[config.mk]
export PLATFORM = sky130hd
export DESIGN_NAME = acs_scan_select
export DESIGN_NICKNAME = d
export VERILOG_FILES = /design/src/shared/acs_pkg.sv /design/src/verilog/acs_bandgap_start.sv /design/src/verilog/acs_scan_select.sv
export SDC_FILE = /design/constraint.sdc
export NUM_CORES = 1
export LEC_CHECK = 0
export BUFFER_PORTS_ARGS = -buffer_cell sky130_fd_sc_hd__buf_4
export CORE_MARGIN = 3
export CORE_UTILIZATION = 56
export DETAILED_ROUTE_END_ITERATION = 10
export PLACE_DENSITY = 0.77
export SYNTH_ARGS = -nofsm -noshare
export SYNTH_HDL_FRONTEND = slang
export SYNTH_SLANG_ARGS = --single-unit
[constraint.sdc]
create_clock -name clk_i -period 7.4 [get_ports clk_i]
set_clock_uncertainty 0.15 [all_clocks]
set_input_delay 0.37 -clock clk_i [delete_from_list [all_inputs] [get_ports clk_i]]
set_output_delay 0.37 -clock clk_i [all_outputs]
set_load 0.01 [all_outputs]
[src/shared/acs_pkg.sv]
// Package of constants and carrier types for the converter channel and scan selection block
package acs_pkg;
    // Register word offsets (byte addresses on the 32-bit bus)
    localparam logic [7:0] ACS_OFF_SAMPLE_SEL = 8'h00;
    localparam logic [7:0] ACS_OFF_BG_CFG = 8'h04;
    localparam logic [7:0] ACS_OFF_HIT_LOW = 8'h08;
    localparam logic [7:0] ACS_OFF_SCAN_HIGH = 8'h0c;
    localparam logic [7:0] ACS_OFF_SCAN_LOW = 8'h10;
    localparam logic [7:0] ACS_OFF_CTU_HIGH = 8'h14;
    localparam logic [7:0] ACS_OFF_CTU_LOW = 8'h18;
    localparam logic [7:0] ACS_OFF_CONTROL = 8'h1c;
    localparam logic [7:0] ACS_OFF_STATUS = 8'h20;
    // Writable masks per register
    localparam logic [15:0] ACS_MASK_SAMPLE = 16'hffff;
    localparam logic [15:0] ACS_MASK_BG = 16'h0007;
    localparam logic [15:0] ACS_MASK_HIT_FULL = 16'h3fff;
    localparam logic [15:0] ACS_MASK_HIT_SMALL = 16'h03ff;
    localparam logic [15:0] ACS_MASK_SCAN_HIGH = 16'h1f00;
    localparam logic [15:0] ACS_MASK_SCAN_LOW = 16'hffff;
    localparam logic [15:0] ACS_MASK_CTU_HIGH_FULL = 16'h73ff;
    localparam logic [15:0] ACS_MASK_CTU_HIGH_64PIN = 16'h7300;
    localparam logic [15:0] ACS_MASK_CTU_LOW = 16'hffff;
    localparam logic [15:0] ACS_MASK_CONTROL = 16'h8303;
    localparam logic [15:0] ACS_RESET_VALUE = 16'h0000;
    // Control register field positions
    localparam int ACS_CTL_AUTO_SCAN_BIT = 15;
    localparam int ACS_CTL_ALT_BIT = 9;
    localparam int ACS_CTL_STEP_BIT = 8;
    localparam int ACS_CTL_CMODE_LSB = 0;
    // Sample select field positions
    localparam int ACS_SLOT_B_LSB = 8;
    // Selector codes
    localparam logic [2:0] ACS_NEG_GROUND = 3'h0;
    localparam logic [4:0] ACS_POS_LAST_EXT = 5'h0d;
    localparam logic [4:0] ACS_POS_CTU_TEMP = 5'h0e;
    localparam logic [4:0] ACS_POS_CTU_GEN = 5'h0f;
    localparam logic [4:0] ACS_POS_RES_LO = 5'h10;
    localparam logic [4:0] ACS_POS_RES_HI = 5'h1b;
    localparam logic [4:0] ACS_POS_BANDGAP = 5'h1c;
    localparam logic [4:0] ACS_POS_GROUND = 5'h1d;
    localparam logic [4:0] ACS_POS_SUPPLY = 5'h1e;
    localparam logic [1:0] ACS_CMODE_OUTSIDE = 2'h3;
    // Channel map widths
    localparam int ACS_CHANNELS = 32;
    localparam int ACS_HITS = 14;
    // Band-gap start-up time
    localparam int ACS_CLK_MHZ = 125;
    localparam int ACS_BG_STARTUP_US = 1000;
    localparam int ACS_BG_STARTUP_CYC = ACS_BG_STARTUP_US * ACS_CLK_MHZ;

    // Decoded analog input routing for the multiplexer
    typedef struct packed {
        logic ext_valid;      // External input routed
        logic [3:0] ext_index; // External input number
        logic ctu_temp;       // Charge-time unit temperature path
        logic ctu_general;    // Charge-time unit measurement path
        logic bandgap;        // Band-gap voltage
        logic ground;         // Analog ground
        logic supply;         // Analog supply
        logic reserved;       // Reserved or unimplemented code
        logic neg_ground;     // Negative input on analog ground
    } acs_route_s;

    // Conversion-side event group
    typedef struct packed {
        logic result_write;   // A result buffer was written
        logic match;          // Valid compare match
        logic [3:0] channel;  // Result channel of the event
    } acs_event_s;
endpackage

[src/verilog/acs_bandgap_start.sv]
`timescale 1ns/1ns
// Band-gap reference start-up timer for one reference
module acs_bandgap_start #(
    parameter int DELAY_CYC = acs_pkg::ACS_BG_STARTUP_CYC
) (
    input wire logic clk_i,
    input wire logic rst_i,
    input wire logic ce_i,
    input wire logic manual_i,
    input wire logic request_i,
    output logic ready_o
);
    import acs_pkg::*;
    localparam int CW = $clog2(DELAY_CYC + 1);
    localparam logic [CW-1:0] LAST = CW'(DELAY_CYC - 1);
    logic [CW-1:0] count_q; // Start-up cycles so far
    logic ready_q;          // Reference settled

    // Manual enable bypasses the wait; a request waits the full start-up time
    always_ff @(posedge clk_i) begin
        if (rst_i) begin
            count_q <= '0;
            ready_q <= 1'b0;
        end else if (ce_i) begin
            if (manual_i) begin
                ready_q <= 1'b1;
                count_q <= '0;
            end else if (!request_i) begin
                // Dropping the request powers the reference down again
                ready_q <= 1'b0;
                count_q <= '0;
            end else if (!ready_q) begin
                if (count_q == LAST) begin
                    ready_q <= 1'b1;
                end else begin
                    count_q <= count_q + 1'b1;
                end
            end
        end
    end

    assign ready_o = ready_q;
endmodule

[src/verilog/acs_scan_select.sv]
`timescale 1ns/1ns
// Converter input, scan, compare-hit, charge-unit and band-gap register block
module acs_scan_select #(
    parameter bit SMALL_PACKAGE = 1'b0,
    parameter bit PKG_64PIN = 1'b0,
    parameter int BG_STARTUP_CYC = acs_pkg::ACS_BG_STARTUP_CYC,
    parameter int DIV_WIDTH = 8
) (
    input wire logic clk_i,
    input wire logic rst_i,
    input wire logic ce_i,
    // Classic Wishbone slave
    input wire logic wb_cyc_i,
    input wire logic wb_stb_i,
    input wire logic wb_we_i,
    input wire logic [7:0] wb_adr_i,
    input wire logic [3:0] wb_sel_i,
    input wire logic [31:0] wb_dat_i,
    output logic [31:0] wb_dat_o,
    output logic wb_ack_o,
    // Converter side
    input wire logic sample_done_i,
    input wire acs_pkg::acs_event_s event_i,
    input wire logic [DIV_WIDTH-1:0] conv_clock_divider_i,
    input wire logic [2:0] bg_request_i,
    output acs_pkg::acs_route_s route_o,
    output logic [4:0] scan_channel_o,
    output logic ctu_connect_o,
    output logic conv_clock_tick_o,
    output logic [2:0] bg_ready_o
);
    import acs_pkg::*;

    // Software-visible registers
    logic [15:0] sample_sel_q;
    logic [15:0] bg_cfg_q;
    logic [15:0] hit_q;
    logic [15:0] scan_high_q;
    logic [15:0] scan_low_q;
    logic [15:0] ctu_high_q;
    logic [15:0] ctu_low_q;
    logic [15:0] control_q;
    // Block state
    logic slot_b_q;          // Current sample uses slot B
    logic [4:0] scan_ch_q;   // Channel under conversion in auto-scan
    logic [DIV_WIDTH-1:0] div_q; // Conversion clock divider count
    logic tick_q;            // One-cycle conversion clock tick
    logic ack_q;             // Bus acknowledge
    logic [31:0] rdata_q;    // Registered read data
    acs_route_s route_q;     // Registered route to the multiplexer
    logic ctu_q;             // Registered charge-unit connect

    // Implemented-bit masks depend on package variant
    localparam logic [15:0] HIT_MASK = SMALL_PACKAGE ? ACS_MASK_HIT_SMALL : ACS_MASK_HIT_FULL;
    localparam logic [15:0] CTU_HIGH_MASK =
        PKG_64PIN ? ACS_MASK_CTU_HIGH_64PIN : ACS_MASK_CTU_HIGH_FULL;

    logic bus_req;   // Fresh request this cycle
    logic wr_en;     // Write strobe
    assign bus_req = wb_cyc_i & wb_stb_i & ~ack_q;
    assign wr_en = bus_req & wb_we_i & ce_i;

    // Merge byte lanes of the low half word under a mask
    function automatic logic [15:0] merge(input logic [15:0] old, input logic [15:0] mask);
        logic [15:0] nv;
        nv = old;
        if (wb_sel_i[0]) begin
            nv[7:0] = wb_dat_i[7:0];
        end
        if (wb_sel_i[1]) begin
            nv[15:8] = wb_dat_i[15:8];
        end
        merge = nv & mask;
    endfunction

    // Decode a slot's selector pair into routing
    function automatic acs_route_s decode(input logic [2:0] neg, input logic [4:0] pos);
        acs_route_s r;
        r = '0;
        r.neg_ground = (neg == ACS_NEG_GROUND);
        if (neg != ACS_NEG_GROUND) begin
            r.reserved = 1'b1;
        end
        if (pos <= ACS_POS_LAST_EXT) begin
            r.ext_valid = 1'b1;
            r.ext_index = pos[3:0];
        end
        r.ctu_temp = (pos == ACS_POS_CTU_TEMP);
        r.ctu_general = (pos == ACS_POS_CTU_GEN);
        r.bandgap = (pos == ACS_POS_BANDGAP);
        r.ground = (pos == ACS_POS_GROUND);
        r.supply = (pos == ACS_POS_SUPPLY);
        if ((pos >= ACS_POS_RES_LO && pos <= ACS_POS_RES_HI) || pos > ACS_POS_SUPPLY) begin
            r.reserved = 1'b1;
        end
        // unimplemented negative code routes nothing at all
        if (neg != ACS_NEG_GROUND) begin
            r = '0;
            r.reserved = 1'b1;
        end
        decode = r;
    endfunction

    logic [31:0] scan_mask;  // Scan selection by channel number
    logic [31:0] ctu_mask;   // Charge-unit connect by channel number
    assign scan_mask = {3'b000, scan_high_q[12:8], 8'h00, scan_low_q};
    assign ctu_mask = {1'b0, ctu_high_q[14:12], 2'b00, ctu_high_q[9:0], ctu_low_q};

    // Next selected channel above a given one, wrapping to the lowest
    function automatic logic [4:0] next_scan(input logic [4:0] cur, input logic [31:0] m);
        logic [4:0] nxt;
        logic found;
        nxt = cur;
        found = 1'b0;
        for (int i = 1; i <= ACS_CHANNELS; i++) begin
            if (!found && m[5'(cur + 5'(i))]) begin
                nxt = 5'(cur + 5'(i));
                found = 1'b1;
            end
        end
        next_scan = nxt;
    endfunction

    logic auto_scan;    // Auto-scan on
    logic alt_option;   // Alternate sample option
    logic [1:0] cmode;  // Compare mode
    assign auto_scan = control_q[ACS_CTL_AUTO_SCAN_BIT];
    assign alt_option = control_q[ACS_CTL_ALT_BIT];
    assign cmode = control_q[ACS_CTL_CMODE_LSB +: 2];

    // Configuration registers; writes masked so unimplemented bits stay zero
    always_ff @(posedge clk_i) begin
        if (rst_i) begin
            sample_sel_q <= ACS_RESET_VALUE;
            bg_cfg_q <= ACS_RESET_VALUE;
            scan_high_q <= ACS_RESET_VALUE;
            scan_low_q <= ACS_RESET_VALUE;
            ctu_high_q <= ACS_RESET_VALUE;
            ctu_low_q <= ACS_RESET_VALUE;
            control_q <= ACS_RESET_VALUE;
        end else if (wr_en) begin
            unique case (wb_adr_i)
                ACS_OFF_SAMPLE_SEL: sample_sel_q <= merge(sample_sel_q, ACS_MASK_SAMPLE);
                ACS_OFF_BG_CFG: bg_cfg_q <= merge(bg_cfg_q, ACS_MASK_BG);
                ACS_OFF_SCAN_HIGH: scan_high_q <= merge(scan_high_q, ACS_MASK_SCAN_HIGH);
                ACS_OFF_SCAN_LOW: scan_low_q <= merge(scan_low_q, ACS_MASK_SCAN_LOW);
                ACS_OFF_CTU_HIGH: ctu_high_q <= merge(ctu_high_q, CTU_HIGH_MASK);
                ACS_OFF_CTU_LOW: ctu_low_q <= merge(ctu_low_q, ACS_MASK_CTU_LOW);
                ACS_OFF_CONTROL: control_q <= merge(control_q, ACS_MASK_CONTROL);
                default: ;
            endcase
        end
    end

    // Compare-hit flags: hardware set wins over a software write
    always_ff @(posedge clk_i) begin
        logic [15:0] hv;
        logic [15:0] setv;
        hv = hit_q;
        setv = '0;
        if (rst_i) begin
            hit_q <= ACS_RESET_VALUE;
        end else if (ce_i) begin
            if (wr_en && wb_adr_i == ACS_OFF_HIT_LOW) begin
                hv = merge(hit_q, HIT_MASK);
            end
            if (cmode == ACS_CMODE_OUTSIDE) begin
                setv[event_i.channel] = event_i.result_write | event_i.match;
            end else begin
                setv[event_i.channel] = event_i.match;
            end
            hit_q <= (hv | setv) & HIT_MASK;
        end
    end

    // Sample sequencing: slot alternation and scan stepping per finished sample
    always_ff @(posedge clk_i) begin
        if (rst_i) begin
            slot_b_q <= 1'b0;
            scan_ch_q <= '0;
        end else if (ce_i) begin
            if (!alt_option) begin
                slot_b_q <= 1'b0;
            end else if (sample_done_i) begin
                slot_b_q <= ~slot_b_q;
            end
            if (!auto_scan || scan_mask == '0) begin
                scan_ch_q <= '0;
            end else if (sample_done_i || !scan_mask[scan_ch_q]) begin
                scan_ch_q <= next_scan(scan_ch_q, scan_mask);
            end
        end
    end

    // Routing to the multiplexer from the active slot
    always_ff @(posedge clk_i) begin
        if (rst_i) begin
            route_q <= '0;
            ctu_q <= 1'b0;
        end else if (ce_i) begin
            if (slot_b_q) begin
                route_q <= decode(sample_sel_q[ACS_SLOT_B_LSB+5 +: 3],
                    sample_sel_q[ACS_SLOT_B_LSB +: 5]);
            end else begin
                route_q <= decode(sample_sel_q[7:5], sample_sel_q[4:0]);
            end
            ctu_q <= auto_scan ? ctu_mask[scan_ch_q]
                : ctu_mask[{1'b0, sample_sel_q[3:0]}];
        end
    end

    // Conversion clock: one tick every divider+1 cycles
    always_ff @(posedge clk_i) begin
        if (rst_i) begin
            div_q <= '0;
            tick_q <= 1'b0;
        end else if (ce_i) begin
            if (div_q >= conv_clock_divider_i) begin
                div_q <= '0;
                tick_q <= 1'b1;
            end else begin
                div_q <= div_q + 1'b1;
                tick_q <= 1'b0;
            end
        end
    end

    // Band-gap start-up timers, one per reference
    for (genvar g = 0; g < 3; g++) begin : g_bg
        acs_bandgap_start #(
            .DELAY_CYC(BG_STARTUP_CYC)
        ) u_bg (
            .clk_i(clk_i),
            .rst_i(rst_i),
            .ce_i(ce_i),
            .manual_i(bg_cfg_q[g]),
            .request_i(bg_request_i[g]),
            .ready_o(bg_ready_o[g])
        );
    end

    // Bus answer: one-cycle ack after request, unmapped reads give zero
    always_ff @(posedge clk_i) begin
        if (rst_i) begin
            ack_q <= 1'b0;
            rdata_q <= '0;
        end else if (ce_i) begin
            ack_q <= bus_req;
            if (bus_req && !wb_we_i) begin
                unique case (wb_adr_i)
                    ACS_OFF_SAMPLE_SEL: rdata_q <= {16'h0000, sample_sel_q};
                    ACS_OFF_BG_CFG: rdata_q <= {16'h0000, bg_cfg_q};
                    ACS_OFF_HIT_LOW: rdata_q <= {16'h0000, hit_q};
                    ACS_OFF_SCAN_HIGH: rdata_q <= {16'h0000, scan_high_q};
                    ACS_OFF_SCAN_LOW: rdata_q <= {16'h0000, scan_low_q};
                    ACS_OFF_CTU_HIGH: rdata_q <= {16'h0000, ctu_high_q};
                    ACS_OFF_CTU_LOW: rdata_q <= {16'h0000, ctu_low_q};
                    ACS_OFF_CONTROL: rdata_q <= {16'h0000, control_q};
                    ACS_OFF_STATUS: rdata_q <= {16'h0000, 8'h00, slot_b_q, bg_ready_o,
                        scan_ch_q[3:0]} | {31'h0000_0000, 1'b0} |
                        {27'h0000_000, scan_ch_q[4], 4'h0} << 8;
                    default: rdata_q <= '0;
                endcase
            end
        end
    end

    assign wb_ack_o = ack_q;
    assign wb_dat_o = rdata_q;
    assign route_o = route_q;
    assign ctu_connect_o = ctu_q;
    assign scan_channel_o = scan_ch_q;
    assign conv_clock_tick_o = tick_q;
endmodule
==> flow_summary.ini <==
[floorplanning]
die_area_sq_um = 26300
fp.dieW_um = 162
start_util_pct = 57.6
rows = 56
pin_count = 123
core_sq_um = 23800
die_h_um = 162

[drt]
wire_per_inst_um = 22.2
drc = 0
drtPass1Iterations = 7
via_per_inst = 6.77
ant_nets = 0
first_iter_violations = 1753
wirelength_um = 45600
num_vias = 13900

[grt]
antenna_found_initial = 0
grt_pass1_wl_um = 71200
grt_max_degree = 85
grt-ovfl-total = 0
grt_pass1_vias = 12900
grt_use_total_pct = 34.0

[sta]
period_minus_slack_ns = 5.86
fin_crit_sh_pct = 79.2
max_freq_mhz = 171
hold_viol_final = 0
fin_tns_setup_ns = 0
slew_violations = 0
rsz0062_at_grt = false
worstMarginPinSlew_ns = 1.33
setup_violations = 0
slew_headroom_pct = 10.8

[synth]
synth_seq_cells = 187
ys_types = 87
netlist_instances = 1693
synth_area_leaders = dfxtp_1 27%, mux4_2 8.7%, mux2i_1 7.6%
syn_area_sq_um = 13700
synth_top_area_cell = dfxtp_1
synth_top_flop_cell = dfxtp_1
synth.avg_cell_area_sq_um = 8.08
synth_seq_area_share_pct = 27.4
yosys_warnings = 0
synth_top_area_share_pct = 27.4
synth_edf_count = 0
async_reset_ff_share_pct = 0

[min_path]
min_from = wb_dat_i[14]
worst_hold_path_type = in2reg

[placed_design]
gp_congestion = 1.01
dp_cells = 2025
portBuffers = 88
dp_hpwl_um = 33100

[power_and_ir_drop]
peakVddDrop_mv = 0.143
p_total_mw = 2.13
p_leak_nw = 5.48
powerDensity_nw_per_um2 = 141

[clock_network]
ctsResizeCount = 0
cts_setup_buffers = 0
cts-htree-levels = 4
clockRootBuffer = clkbuf_16
cts_buffer_depth = 2
cts.hold.buffers_added = 0
cts_buffers = 17
clock-sinks = 187
cts_tree = built
clkTransAtPathRegs_ns = 0.10
clock_latency_ns = 0.45

[layout]
nNetsFinal = 1818
antenna_cells = 0
drive_above_1_share_pct = 14.0
fin_cells = 2057
mostFrequentLayoutCells = 234 x nor2_1, 185 x dfxtp_1, 173 x nand2_1
area.growth.synth_to_final_pct = 10.6
layout_commonest_cell = nor2_1

[setup_path]
worstSetupPathType = reg2reg
critical_path.max_fanout = 21
start_kind = register
setup.worst_path.end_class = register
startpoint = scan_channel_o[1]
arrival_ns = 6.05
r2r-start = scan_channel_o[1]
required_ns = 7.59

[run]
cap_violations = 0

[run_status]
outcome = finished, final reports clean
-- final cells by class --
| type | count | area (sq um) |
|---|---|---|
| inverter | 35 | 131 |
| fill | 2037 | 8630 |
| tap | 319 | 399 |
| clock inverter | 15 | 229 |
| timing repair buffer | 119 | 893 |
| sequential | 187 | 3750 |
| multi-input combinational | 1365 | 9300 |
| clock buffer | 17 | 425 |
-- critical path, cell delays in order (launching register included) --
cell	delay [ns]
dfxtp_1	0.35
inv_2	0.16
ha_1	0.79
buf_4	0.43
and3b_1	0.23
mux2i_1	0.51
or3_1	0.24
a21boi_1	0.47
nand4_1	0.31
or4_4	0.65
or4_4	0.57
o211ai_2	0.11
o21ai_2	0.16
or4_1	0.49
o32ai_1	0.13
-- report_power, final --
group          internal (mW)  switching, mW  total (mW)
Combinational         0.0410         0.0715       0.113
Sequential              1.01        0.00765        1.02
Clock                  0.506          0.493       0.999
Total                   1.56          0.573        2.13
-- path summary, 6_finish.rpt --
path                             end  slack [ns]  cells past startpoint
min                   scan_low_q[14]        0.03                      3
min reg2reg  g_bg[2].u_bg.count_q[1]        0.33                      2
max                scan_channel_o[3]        1.54                     14
max reg2reg        scan_channel_o[3]        1.54                     14
-- per-layer routing --
layer  wire, um  track usage, %
met5          0               0
met2      20500            53.2
met3       4700            6.76
met4       2590            17.4
met1      17900            44.8
-- synth_stat cells (all sizes together), types with 40 or more instances --
library cell and instances:
nor2 234, dfxtp 187, nand2 173, a21oi 117
mux2i 104, clkbuf 81, o21ai 62, nand3 55
mux4 53, nor3 52, xor2 42, buf 40
-- sequential cells by signal, indices dropped and copies added, names as in the netlist, 5 cells and up --
register	cells
hit_q	14
scan_low_q	16
route_o	12
g_bg.u_bg.count_q	51
div_q	8
sample_sel_q	16
ctu_high_q	13
scan_high_q	5
ctu_low_q	16
scan_channel_o	5
control_q	5
wb_dat_o	16
-- metrics by stage --
| step | hold WS, ns | area, sq um | util, % | setup slack, ns |
|---|---|---|---|---|
| final | 0.0326 | 15100 | 63.7 | 1.54 |
| after global routing | 0.0579 | 15100 | 63.7 | 1.25 |
| after CTS | 0.0297 | 15100 | 63.7 | 1.66 |
| after detailed placement | 0.316 | 14500 | 60.9 | 1.68 |
| after global placement | 0.306 | 14500 | 60.9 | 1.78 |
| after floorplan | 0.299 | 13700 | - | 1.34 |
-- logic make-up (layout without fill, tap and decap cells) --
| group | Yosys count | in the layout | share of synthesized area, % |
|---|---|---|---|
| simple gates | 682 | 682 | 23.6 |
| compound gates | 395 | 395 | 19.3 |
| flops | 187 | 187 | 27.4 |
| mux | 171 | 171 | 17.5 |
| buf+inv | 156 | 186 | 5.08 |
| xor+xnor | 76 | 76 | 4.87 |
| fa+ha+maj | 25 | 25 | 2.29 |
| other cells | 1 | 16 | 0.0274 |
Power figures use the tool's default switching activity.
